$ cat src/verilog/acc_consts.svh
// Register addresses, field positions, reset values and counts for the correction block
`ifndef ACC_CONSTS_SVH
`define ACC_CONSTS_SVH

`define ACC_COEF_W 24
`define ACC_OUT_W 16
`define ACC_CMD_BITS 5'h08
`define ACC_DATA_BITS 5'h18
`define ACC_CNT_W 5

`define ACC_CMD_READ_BIT 7
`define ACC_CMD_ADDR_HI 2
`define ACC_CMD_ADDR_LO 0
`define ACC_ADDR_W 3

`define ACC_ADDR_CTRL 3'h0
`define ACC_ADDR_SYS_OFFSET 3'h1
`define ACC_ADDR_SYS_GAIN 3'h2
`define ACC_ADDR_SELF_OFFSET 3'h3
`define ACC_ADDR_DATA 3'h4

`define ACC_CTRL_W 8
`define ACC_CTRL_RESET 8'h1e
`define ACC_CTRL_WMASK 8'hfe
`define ACC_BIT_SYS_GAIN_DIS 4
`define ACC_BIT_SYS_OFFSET_DIS 3
`define ACC_BIT_SELF_OFFSET_DIS 1

`define ACC_COEF_RESET 24'h000000
`define ACC_DATA_RESET 16'h0000

`define ACC_GAIN_FRAC 22
`define ACC_GAIN_ROUND 48'sh000000200000
`define ACC_OUT_SHIFT 8

`endif

$ cat src/verilog/acc_pkg.sv
// Types shared by the correction block
package acc_pkg;

    typedef enum logic [1:0] {
        ACC_IDLE = 2'b00,
        ACC_CMD = 2'b01,
        ACC_DATA = 2'b10
    } acc_ser_state_t;

endpackage

$ cat src/verilog/acc_sat_stage.sv
// Registered saturating subtract stage with bypass
`timescale 1ns/1ns
`include "acc_consts.svh"

module acc_sat_stage #(
    parameter int W = `ACC_COEF_W
) (
    input wire logic clk_sys, // System clock
    input wire logic rst_b, // Async reset, active low
    input wire logic ce, // Clock enable
    input wire logic inValid, // Input sample valid
    input wire logic signed [W-1:0] a, // Minuend
    input wire logic signed [W-1:0] b, // Subtrahend
    input wire logic subEn, // Subtract when high, else pass
    output logic outValid, // Output sample valid
    output logic signed [W-1:0] y // Saturated result
);

    if (W < 2) begin : g_bad_width
        $error("acc_sat_stage: W too small");
    end

    wire logic signed [W:0] diff;
    wire logic overflow;
    wire logic signed [W-1:0] satVal;
    wire logic signed [W-1:0] next_y;

    assign diff = {a[W-1], a} - {b[W-1], b};
    assign overflow = diff[W] != diff[W-1];
    // Clamp to the code limit on the side of the true sign
    assign satVal = diff[W] ? {1'b1, {(W-1){1'b0}}} : {1'b0, {(W-1){1'b1}}};
    assign next_y = !subEn ? a : (overflow ? satVal : diff[W-1:0]);

    always_ff @(posedge clk_sys or negedge rst_b) begin
        if (!rst_b) begin
            outValid <= 1'b0;
            y <= '0;
        end else if (ce) begin
            outValid <= inValid;
            if (inValid) begin
                y <= next_y;
            end
        end
    end

endmodule

$ cat src/verilog/acc_correction.sv
// Calibration correction pipeline, output coding and serial coefficient registers
`timescale 1ns/1ns
`include "acc_consts.svh"

module acc_correction #(
    parameter int COEF_W = `ACC_COEF_W,
    parameter int OUT_W = `ACC_OUT_W
) (
    input wire logic clk_sys, // System clock, 250 MHz
    input wire logic rst_b, // Async reset, active low
    input wire logic ce, // Clock enable, freezes all state when low
    input wire logic sclk, // Serial clock pin
    input wire logic csB, // Serial chip select pin, active low
    input wire logic din, // Serial data in pin
    output logic dout, // Serial data out
    output logic doutOe, // Serial data out enable
    input wire logic rawValid, // Raw conversion result strobe
    input wire logic signed [COEF_W-1:0] rawData, // Raw conversion result
    input wire logic rangeUnipolar, // Range select, 1 unipolar
    input wire logic formatOffsetBin, // Bipolar output format, 1 offset binary
    input wire logic sysCalLoad, // System calibration result strobe
    input wire logic signed [COEF_W-1:0] sysCalOffset, // Measured system offset
    input wire logic signed [COEF_W-1:0] sysCalGain, // Measured system gain
    input wire logic selfCalLoad, // Self-calibration result strobe
    input wire logic signed [COEF_W-1:0] selfCalOffset, // Measured self offset
    output logic dataValid, // Corrected result strobe
    output logic [OUT_W-1:0] dataOut // Corrected, coded result
);

    if (COEF_W != `ACC_COEF_W || OUT_W != `ACC_OUT_W) begin : g_bad_width
        $error("acc_correction: only 24-bit coefficients and 16-bit output supported");
    end

    // =====================================================================
    // Pin synchronisers
    // =====================================================================
    logic sclkQ1, sclkQ2, sclkQ3;
    logic csQ1, csQ2;
    logic dinQ1, dinQ2;

    always_ff @(posedge clk_sys or negedge rst_b) begin
        if (!rst_b) begin
            sclkQ1 <= 1'b0;
            sclkQ2 <= 1'b0;
            sclkQ3 <= 1'b0;
            csQ1 <= 1'b1;
            csQ2 <= 1'b1;
            dinQ1 <= 1'b0;
            dinQ2 <= 1'b0;
        end else if (ce) begin
            sclkQ1 <= sclk;
            sclkQ2 <= sclkQ1;
            sclkQ3 <= sclkQ2;
            csQ1 <= csB;
            csQ2 <= csQ1;
            dinQ1 <= din;
            dinQ2 <= dinQ1;
        end
    end

    wire logic sclkRise;
    wire logic sclkFall;
    wire logic selected;

    assign sclkRise = sclkQ2 && !sclkQ3;
    assign sclkFall = !sclkQ2 && sclkQ3;
    assign selected = !csQ2;

    // =====================================================================
    // Serial frame: 8-bit command then 24 data bits, MSB first
    // =====================================================================
    acc_pkg::acc_ser_state_t serState;
    acc_pkg::acc_ser_state_t next_serState;
    logic [`ACC_CNT_W-1:0] bitCnt;
    logic [`ACC_CMD_BITS-1:0] cmdShift;
    logic [COEF_W-1:0] inShift;
    logic [COEF_W-1:0] outShift;
    logic isRead;
    logic [`ACC_ADDR_W-1:0] addr;

    wire logic [`ACC_CMD_BITS-1:0] cmdNext;
    wire logic [COEF_W-1:0] inNext;
    wire logic cmdDone;
    wire logic dataDone;
    wire logic [`ACC_ADDR_W-1:0] cmdAddr;
    wire logic hostWr;

    assign cmdNext = {cmdShift[`ACC_CMD_BITS-2:0], dinQ2};
    assign inNext = {inShift[COEF_W-2:0], dinQ2};
    assign cmdDone = (serState == acc_pkg::ACC_CMD) && sclkRise
        && (bitCnt == `ACC_CMD_BITS - 5'h01);
    assign dataDone = (serState == acc_pkg::ACC_DATA) && sclkRise
        && (bitCnt == `ACC_DATA_BITS - 5'h01);
    assign cmdAddr = cmdNext[`ACC_CMD_ADDR_HI:`ACC_CMD_ADDR_LO];
    assign hostWr = dataDone && !isRead;

    always_comb begin
        next_serState = serState;
        case (serState)
            acc_pkg::ACC_IDLE: begin
                if (selected) begin
                    next_serState = acc_pkg::ACC_CMD;
                end
            end
            acc_pkg::ACC_CMD: begin
                if (!selected) begin
                    next_serState = acc_pkg::ACC_IDLE;
                end else if (cmdDone) begin
                    next_serState = acc_pkg::ACC_DATA;
                end
            end
            acc_pkg::ACC_DATA: begin
                if (!selected || dataDone) begin
                    next_serState = acc_pkg::ACC_IDLE;
                end
            end
            default: begin
                next_serState = acc_pkg::ACC_IDLE;
            end
        endcase
    end

    // Frame ends after one word; a new word needs chip select to drop again
    logic frameUsed;

    always_ff @(posedge clk_sys or negedge rst_b) begin
        if (!rst_b) begin
            serState <= acc_pkg::ACC_IDLE;
            frameUsed <= 1'b0;
        end else if (ce) begin
            if (serState == acc_pkg::ACC_IDLE && frameUsed) begin
                serState <= acc_pkg::ACC_IDLE;
            end else begin
                serState <= next_serState;
            end
            frameUsed <= selected && (frameUsed || dataDone);
        end
    end

    always_ff @(posedge clk_sys or negedge rst_b) begin
        if (!rst_b) begin
            bitCnt <= '0;
            cmdShift <= '0;
            inShift <= '0;
        end else if (ce) begin
            if (serState == acc_pkg::ACC_IDLE || cmdDone) begin
                bitCnt <= '0;
            end else if (sclkRise) begin
                bitCnt <= bitCnt + 5'h01;
            end
            if (serState == acc_pkg::ACC_CMD && sclkRise) begin
                cmdShift <= cmdNext;
            end
            if (serState == acc_pkg::ACC_DATA && sclkRise) begin
                inShift <= inNext;
            end
        end
    end

    always_ff @(posedge clk_sys or negedge rst_b) begin
        if (!rst_b) begin
            isRead <= 1'b0;
            addr <= '0;
        end else if (ce && cmdDone) begin
            isRead <= cmdNext[`ACC_CMD_READ_BIT];
            addr <= cmdAddr;
        end
    end

    // =====================================================================
    // Coefficient and control registers
    // =====================================================================
    logic [`ACC_CTRL_W-1:0] calibration_control_register;
    logic signed [COEF_W-1:0] system_offset_coefficient;
    logic signed [COEF_W-1:0] system_gain_coefficient;
    logic signed [COEF_W-1:0] self_cal_offset_coefficient;

    wire logic system_offset_disable;
    wire logic system_gain_disable;
    wire logic self_cal_offset_disable;
    wire logic [`ACC_CTRL_W-1:0] ctrlWr;

    assign system_offset_disable = calibration_control_register[`ACC_BIT_SYS_OFFSET_DIS];
    assign system_gain_disable = calibration_control_register[`ACC_BIT_SYS_GAIN_DIS];
    assign self_cal_offset_disable = calibration_control_register[`ACC_BIT_SELF_OFFSET_DIS];
    assign ctrlWr = inNext[`ACC_CTRL_W-1:0] & `ACC_CTRL_WMASK;

    // Measured values take priority over a host write in the same cycle
    always_ff @(posedge clk_sys or negedge rst_b) begin
        if (!rst_b) begin
            calibration_control_register <= `ACC_CTRL_RESET;
            system_offset_coefficient <= `ACC_COEF_RESET;
            system_gain_coefficient <= `ACC_COEF_RESET;
            self_cal_offset_coefficient <= `ACC_COEF_RESET;
        end else if (ce) begin
            if (hostWr && addr == `ACC_ADDR_CTRL) begin
                calibration_control_register <= ctrlWr;
            end
            if (sysCalLoad) begin
                system_offset_coefficient <= sysCalOffset;
                system_gain_coefficient <= sysCalGain;
            end else begin
                if (hostWr && addr == `ACC_ADDR_SYS_OFFSET) begin
                    system_offset_coefficient <= inNext;
                end
                if (hostWr && addr == `ACC_ADDR_SYS_GAIN) begin
                    system_gain_coefficient <= inNext;
                end
            end
            if (selfCalLoad) begin
                self_cal_offset_coefficient <= selfCalOffset;
            end else if (hostWr && addr == `ACC_ADDR_SELF_OFFSET) begin
                self_cal_offset_coefficient <= inNext;
            end
        end
    end

    // =====================================================================
    // Read-back path
    // =====================================================================
    logic [COEF_W-1:0] readVal;

    always_comb begin
        case (cmdAddr)
            `ACC_ADDR_CTRL: begin
                readVal = {{(COEF_W-`ACC_CTRL_W){1'b0}}, calibration_control_register};
            end
            `ACC_ADDR_SYS_OFFSET: readVal = system_offset_coefficient;
            `ACC_ADDR_SYS_GAIN: readVal = system_gain_coefficient;
            `ACC_ADDR_SELF_OFFSET: readVal = self_cal_offset_coefficient;
            `ACC_ADDR_DATA: readVal = {dataOut, {`ACC_OUT_SHIFT{1'b0}}};
            default: readVal = '0;
        endcase
    end

    always_ff @(posedge clk_sys or negedge rst_b) begin
        if (!rst_b) begin
            outShift <= '0;
            dout <= 1'b0;
            doutOe <= 1'b0;
        end else if (ce) begin
            doutOe <= selected;
            if (cmdDone) begin
                outShift <= readVal;
            end else if (serState == acc_pkg::ACC_DATA && isRead && sclkFall) begin
                dout <= outShift[COEF_W-1];
                outShift <= {outShift[COEF_W-2:0], 1'b0};
            end
        end
    end

    // =====================================================================
    // Correction pipeline
    // =====================================================================
    wire logic s1Valid;
    wire logic signed [COEF_W-1:0] s1Data;
    wire logic s2Valid;
    wire logic signed [COEF_W-1:0] s2Data;

    // First correction: self-calibration offset
    acc_sat_stage #(.W(COEF_W)) u_self_offset (
        .clk_sys(clk_sys),
        .rst_b(rst_b),
        .ce(ce),
        .inValid(rawValid),
        .a(rawData),
        .b(self_cal_offset_coefficient),
        .subEn(!self_cal_offset_disable),
        .outValid(s1Valid),
        .y(s1Data)
    );

    // Second correction: system offset, ahead of gain and range scale
    acc_sat_stage #(.W(COEF_W)) u_sys_offset (
        .clk_sys(clk_sys),
        .rst_b(rst_b),
        .ce(ce),
        .inValid(s1Valid),
        .a(s1Data),
        .b(system_offset_coefficient),
        .subEn(!system_offset_disable),
        .outValid(s2Valid),
        .y(s2Data)
    );

    // Gain: coefficient is signed with 22 fraction bits, so 0x7fffff is near 2x
    wire logic signed [2*COEF_W-1:0] product;
    wire logic signed [2*COEF_W-1:0] rounded;
    wire logic signed [2*COEF_W-1:0] shifted;
    wire logic gainOvf;
    wire logic signed [COEF_W-1:0] gainSat;
    wire logic signed [COEF_W-1:0] next_gained;
    logic s3Valid;
    logic signed [COEF_W-1:0] gained;

    assign product = s2Data * system_gain_coefficient;
    assign rounded = product + `ACC_GAIN_ROUND;
    assign shifted = rounded >>> `ACC_GAIN_FRAC;
    assign gainOvf = !((&shifted[2*COEF_W-1:COEF_W-1]) || !(|shifted[2*COEF_W-1:COEF_W-1]));
    assign gainSat = shifted[2*COEF_W-1] ? {1'b1, {(COEF_W-1){1'b0}}}
        : {1'b0, {(COEF_W-1){1'b1}}};
    assign next_gained = system_gain_disable ? s2Data
        : (gainOvf ? gainSat : shifted[COEF_W-1:0]);

    always_ff @(posedge clk_sys or negedge rst_b) begin
        if (!rst_b) begin
            s3Valid <= 1'b0;
            gained <= '0;
        end else if (ce) begin
            s3Valid <= s2Valid;
            if (s2Valid) begin
                gained <= next_gained;
            end
        end
    end

    // =====================================================================
    // Range scale and output coding
    // =====================================================================
    wire logic uniNeg;
    wire logic uniOvf;
    wire logic [COEF_W-1:0] uniScaled;
    wire logic [OUT_W-1:0] uniCode;
    wire logic [OUT_W-1:0] bipTwos;
    wire logic [OUT_W-1:0] bipOffset;
    wire logic [OUT_W-1:0] next_dataOut;

    assign uniNeg = gained[COEF_W-1];
    assign uniOvf = gained[COEF_W-2];
    // Unipolar doubles the corrected value, clamped to 0 and full scale
    assign uniScaled = uniNeg ? '0 : (uniOvf ? '1 : {gained[COEF_W-2:0], 1'b0});
    assign uniCode = uniScaled[COEF_W-1:`ACC_OUT_SHIFT];
    assign bipTwos = gained[COEF_W-1:`ACC_OUT_SHIFT];
    assign bipOffset = {~bipTwos[OUT_W-1], bipTwos[OUT_W-2:0]};
    assign next_dataOut = rangeUnipolar ? uniCode
        : (formatOffsetBin ? bipOffset : bipTwos);

    always_ff @(posedge clk_sys or negedge rst_b) begin
        if (!rst_b) begin
            dataValid <= 1'b0;
            dataOut <= `ACC_DATA_RESET;
        end else if (ce) begin
            dataValid <= s3Valid;
            if (s3Valid) begin
                dataOut <= next_dataOut;
            end
        end
    end

endmodule

$ cat config.mk
export PLATFORM = sky130hd
export DESIGN_NAME = acc_correction
export DESIGN_NICKNAME = d
export VERILOG_FILES = /design/src/verilog/acc_pkg.sv /design/src/verilog/acc_sat_stage.sv /design/src/verilog/acc_correction.sv
export VERILOG_INCLUDE_DIRS = /design/src /design/src/verilog
export SDC_FILE = /design/constraint.sdc
export NUM_CORES = 2
export LEC_CHECK = 0
export ABC_CLOCK_PERIOD_IN_PS = 14900
export CORE_MARGIN = 2
export CORE_UTILIZATION = 59
export DETAILED_ROUTE_END_ITERATION = 12
export DONT_BUFFER_PORTS = 1
export PLACE_DENSITY_LB_ADDON = 0.12
export SLEW_MARGIN = 25
export SYNTH_ARGS = -nofsm -noshare
export SYNTH_HDL_FRONTEND = slang
export SYNTH_HIERARCHICAL = 1
export SYNTH_SLANG_ARGS = --single-unit
$ cat constraint.sdc
create_clock -name clk_sys -period 14.9 [get_ports clk_sys]
set_input_delay 1.49 -clock clk_sys [delete_from_list [all_inputs] [get_ports clk_sys]]
set_output_delay 1.49 -clock clk_sys [all_outputs]
set_load 0.03 [all_outputs]
# Yosys cells after proc, flatten, opt, wreduce, memory -nomap -nowiden

Index checks and enable logic that the tools add are counted.

Add/subtract/negate cells: 4
Multipliers: 1
Eq/ne operators: 16
Muxes and demuxes: 30
Bitwise operators: 2
Reduce and logical (&&, ||, !) cells: 49

Operators by type and width:

| cell                                                | number |
|---|---|
| 2-to-1 mux 24 bit                                   | 19 |
| case mux 24 bit (5 select lines)                    | 1 |
| subtractor 24 x 24 -> 25 bit                        | 2 |
| adder 48 x 23 -> 48 bit, second input constant      | 1 |
| multiplier 24 x 24 -> 48 bit                        | 1 |
| 2-to-1 mux 16 bit                                   | 2 |
| AND reduction 2 bit                                 | 12 |
| logical AND 1 bit                                   | 16 |
| equality test 3 x 2 -> 1 bit, second input constant | 4 |
| 2-to-1 mux 2 bit                                    | 5 |
| 2-to-1 mux 5 bit                                    | 2 |
| nonzero test 2 bit                                  | 5 |
| equality test 3 x 1 -> 1 bit, second input constant | 2 |
| logical NOT 3 bit                                   | 2 |
| case mux 2 bit (3 select lines)                     | 1 |
| AND reduction 3 bit                                 | 2 |
| adder 5 x 1 -> 5 bit, second input constant         | 1 |
| equality test 5 x 3 -> 1 bit, second input constant | 1 |
| equality test 5 bit, second input constant          | 1 |
| logical NOT 1 bit                                   | 5 |
| logical OR 1 bit                                    | 4 |
| != test 4 x 3 -> 1 bit, second input constant       | 1 |
| AND reduction 4 bit                                 | 1 |
| equality test 3 bit, second input constant          | 1 |
| other kinds (8)                                     | 10 |

Register bits: 246
Bits of input ports: 107
Output and inout port bits: 19
Logic and storage cells: 131

# Logic depth before layout (Yosys ltp)

Word-level depth: 8
Depth in mapped cells: 28
Mapped depth without buffers: 25

# Hierarchy

The synthesis kept the hierarchy.

By module, submodules not included:

| module         | times used | cells each | area an instance (sq um) | seq. area each (sq um) |
|---|---|---|---|---|
| acc_correction | 1          | 3205       | 29843.6                  | 4737.0 |
| acc_sat_stage  | 2          | 317        | 2667.6                   | 625.6 |

# Worst setup path after synthesis

OpenSTA, ideal clock, no wires.

Path kind: flip-flop to flip-flop
Start point: reg u_sys_offset.y[23]
End point: reg gained[21]
Library setup time: 125 ps
Data arrival time: 7200 ps
Required time: 14775 ps
Path slack: 7575 ps
Cell stages (with the launch flop): 25
Path buffers: 3
Period minus slack after synthesis: 7325 ps
Path through: dfrtp_1 > clkbuf_1 > nand2_1 > inv_1 > fa_1 > fa_1 > inv_1 > fa_1 > inv_1 > fa_1 > fa_1 > fa_1 > fa_1 > ha_1 > clkbuf_1 > a21o_1 > a21o_1 > a211oi_1 > o21bai_1 > a21o_1 > a221oi_4 > xnor2_1 > o2bb2ai_2 > buf_6 > o22ai_1

Cells in the longest elaborated chain, start to end: 7
Elaborated cells on any way between the ends: 9
Those cells by class: 1 x add/sub; 1 x mul; 3 x mux; 4 x reduce/logical

RTL lines:

| element                                    | line                  | RTL |
|---|---|---|
| start, declared                            | acc_sat_stage.sv:16   | `output logic signed [W-1:0] y` |
| start signal, assigned                     | acc_sat_stage.sv:41   | `y <= next_y;` |
| multiplier 24 x 24 -> 48 bit *             | acc_correction.sv:296 | `assign product = s2Data * system_gain_coefficient;` |
| adder 48 x 23 -> 48 bit (no source line) * | -                     |  |
| OR reduction 3 bit                         | acc_correction.sv:299 | `assign gainOvf = !((&shifted[2*COEF_W-1:COEF_W-1]) \|\| !(\|shifted[2*COEF_W-1:COEF_W-1]));` |
| logical NOT 1 bit                          | acc_correction.sv:299 |  |
| logical OR 1 bit                           | acc_correction.sv:299 |  |
| 2-to-1 mux 24 bit *                        | acc_correction.sv:303 | `: (gainOvf ? gainSat : shifted[COEF_W-1:0]);` |
| 2-to-1 mux 24 bit *                        | acc_correction.sv:302 | `assign next_gained = system_gain_disable ? s2Data` |
| end signal, assigned                       | acc_correction.sv:312 | `gained <= next_gained;` |
| end, declared                              | acc_correction.sv:294 | `logic signed [COEF_W-1:0] gained;` |

Every way passes the cells marked *; elsewhere a longest branch is shown, timed or not.
A chain may end at the register's enable or synchronous reset.

# Worst setup path after layout

Start point: reg u_sys_offset.y[23]
End point: reg gained[12]

The elaborated chain is that of the path after synthesis.

==> reports/results.ini <==
[status]
status=complete, no violations

[cts]
cts_resized=0
clock-sinks=239
cts.clk_slew.worst_paths_ns=0.07
cts_tree=built
numCtsBuffers=28
clock_latency_ns=0.57
hold_buffers=0
clock_path_buffers=3
htree_levels=1
root_buffer=clkbuf_16
post_cts_buffers=0

[sta]
fin_skew_ns=0.01903
period_share_pct=58.11
hold_viol_final=0
grt_setup_unrepaired=no
fmax_mhz=115.5
slew_viol_final=0
setup_viol=0
max_slew_margin_pct=25.81
finalCriticalPeriod_ns=8.659
timing.final.ws_setup_ns=6.241
setup_tns_ns=0
tightest_slew_ns=1.113

[setup_path]
path_delay_family=adder cells
critical_path_class=flop to flop
cp_data_arrival_time_ns=9.07
r2r-start=u_sys_offset/y[23]$_DFFE_PN0P_
end_kind=flop
regToRegSetupSlack_ns=6.24
crit_buf_inv=3
crit-reg2reg-capture=gained[12]$_DFFE_PN0P_
critPathMaxFanout=26
worst_path_most_repeated_cell=fa_1
slowest_stage=dfrtp_1
cp.required_ns=15.31
slowest_delay_ns=0.92
crit_chain=nand2_1, inv_1, fa_1, fa_1, inv_1, fa_1, inv_1, fa_1, fa_1, fa_1, fa_1, ha_1, a21o_1, a311oi_1, o21bai_1, a21oi_1, o21bai_1, o41ai_1, o21ai_0, o2bb2ai_2, o22ai_1
setup.worst_path.start_class=flop
reg2reg_depth=21

[route]
ant_nets=0
drtIter0Drc=2165
routed_wl_um=105400
drc=0
wl_per_cell_um=23.35
num_vias=26980
viasPerCell=5.979
firstDrtPassIters=5

[global_routing]
use_met2_pct=56.62
grt.overflow.total=0
antenna_found_initial=4
use_met3_pct=6.626
grtUsageMet1_pct=47.86
track_usage_pct=35.04
first_global_vias=27990
top_usage_layer=met2
grt_start_max_net_pins=240
grt_pass1_wl_um=162800

[place]
post-place-ws_ns=6.296
place_hpwl_um=83770
port_buffers=0
place_congestion=0.9615
dpl-instance-area_um2=35740

[floorplanning]
die_w_um=248.2
pin_count=126
dieHeight_um=248.2
rows=89
initial_core_util_pct=59.61
coreArea_um2=59020
dieArea_um2=61590

[yosys]
synth_area_um2=35180
synth_xor_area_share_pct=1.736
synthArstFlopShare_pct=100.0
synthCells=3839
ys_warn_count=6
synth-compound-area-share_pct=11.88
synth_edf_count=0
yosysSeqAreaShare_pct=17.02
synth_nets=4732
avgSynthCellArea_um2=9.164
ys_types=89
ys_ff_latch=239
synthSimpleGateAreaFrac_pct=14.95
muxShareOfSynthArea_pct=3.742
synth_fa_ha_area_share_pct=40.95
synth-main-ff-cell=dfrtp_1
synth_top_family_by_area=adder cells

[hold_path]
holdCritStartpoint=cmdShift[6]$_DFFE_PN0P_
worstHoldPathCells=2
hold_path.class=flop to flop
min_to=isRead$_DFFE_PN0P_

[finish]
mostFrequentLayoutCell=inv_1
fin_util_pct=62.21
post-route-cell-area_um2=36720
area_growth_pct=4.368
nets=4609
mostFrequentLayoutCells=inv_1, fa_1, nand2_1
drive_gt1_share_pct=6.287

[flow_run]
cap_violations=0

-- kinds of logic after synthesis --
family	Yosys count
flops	239
simple gates	1113
xor+xnor	68
fa+ha+maj	786
mux	117
buf+inv	894
compound gates	622
-- worst register-to-register path, stage by stage (launching register included) --
cell and delay (ns):
dfrtp_1 0.92, nand2_1 0.23, inv_1 0.19, fa_1 0.55, fa_1 0.68, inv_1 0.25
fa_1 0.59, inv_1 0.41, fa_1 0.54, fa_1 0.57, fa_1 0.43, fa_1 0.44
ha_1 0.40, a21o_1 0.22, a311oi_1 0.27, o21bai_1 0.09, a21oi_1 0.15, o21bai_1 0.12
o41ai_1 0.47, o21ai_0 0.17, o2bb2ai_2 0.61, o22ai_1 0.21
-- area by class of cell --
| cell class | instances | area (um^2) |
|---|---|---|
| Tap cell | 773 | 967.2 |
| Timing Repair Buffer | 52 | 390.4 |
| Inverter | 689 | 2586 |
| Fill cell | 5075 | 22300 |
| Antenna cell | 1 | 2.502 |
| Multi-Input combinational cell | 2706 | 25810 |
| Clock buffer | 38 | 808.3 |
| Clock inverter | 14 | 160.2 |
| Sequential cell | 239 | 5989 |
-- stage by stage --
| stage | hold slack (ns) | std cells |
|---|---|---|
| after floorplan | 0.4331 | 3839 |
| after CTS | 0.4834 | 4511 |
| after detailed placement | 0.4728 | 4459 |
| final | 0.4699 | 4512 |
| after global placement | 0.4599 | 4459 |
| after global routing | 0.4964 | 4511 |
-- synth_stat cells (42+ instances only) --
cell,count,area (um^2)
a21oi_1,202,1011
and2_1,245,1533
clkbuf_1,185,694.4
dfrtp_1,233,5831
fa_1,609,12190
ha_1,177,2215
inv_1,686,2575
mux2_2,46,518.0
mux2i_1,64,640.6
nand2_1,466,1749
nor2_1,226,848.3
o21ai_0,109,545.5
o22ai_1,42,262.8
-- sequential cells by signal (all words and copies together), names as in the netlist, 2 cells and up --
name	flops
outShift	24
self_cal_offset_coefficient	24
system_gain_coefficient	24
system_offset_coefficient	24
u_self_offset/y	24
u_sys_offset/y	24
inShift	23
gained	17
dataOut	16
calibration_control_register	7
cmdShift	7
bitCnt	5
addr	3
serState	2
-- worst max-delay path by stage --
stage / startpoint / endpoint / slack (ns) / depth (start not counted)
6_report: u_sys_offset/y[23]$_DFFE_PN0P_ / gained[12]$_DFFE_PN0P_ / 6.24 / 21
2_1_floorplan: u_sys_offset/y[23]$_DFFE_PN0P_ / gained[21]$_DFFE_PN0P_ / 7.58 / 24
5_1_grt: system_gain_coefficient[3]$_DFFE_PN0P_ / gained[19]$_DFFE_PN0P_ / 5.66 / 21
3_5_place_dp: u_sys_offset/y[23]$_DFFE_PN0P_ / gained[19]$_DFFE_PN0P_ / 6.30 / 21
3_3_place_gp: u_sys_offset/y[23]$_DFFE_PN0P_ / gained[19]$_DFFE_PN0P_ / 6.57 / 21
4_1_cts: system_gain_coefficient[3]$_DFFE_PN0P_ / gained[13]$_DFFE_PN0P_ / 6.28 / 21
-- per-layer routing --
layer	part of all wire [%]	wire, um
met1	40	42410
met2	47	50000
met3	8.2	8662
met4	4.0	4254
met5	0.028	30
Power is left out: the tool's default activity adds up to more than one toggle a clock period on the data nets, which glitch-free logic cannot reach.
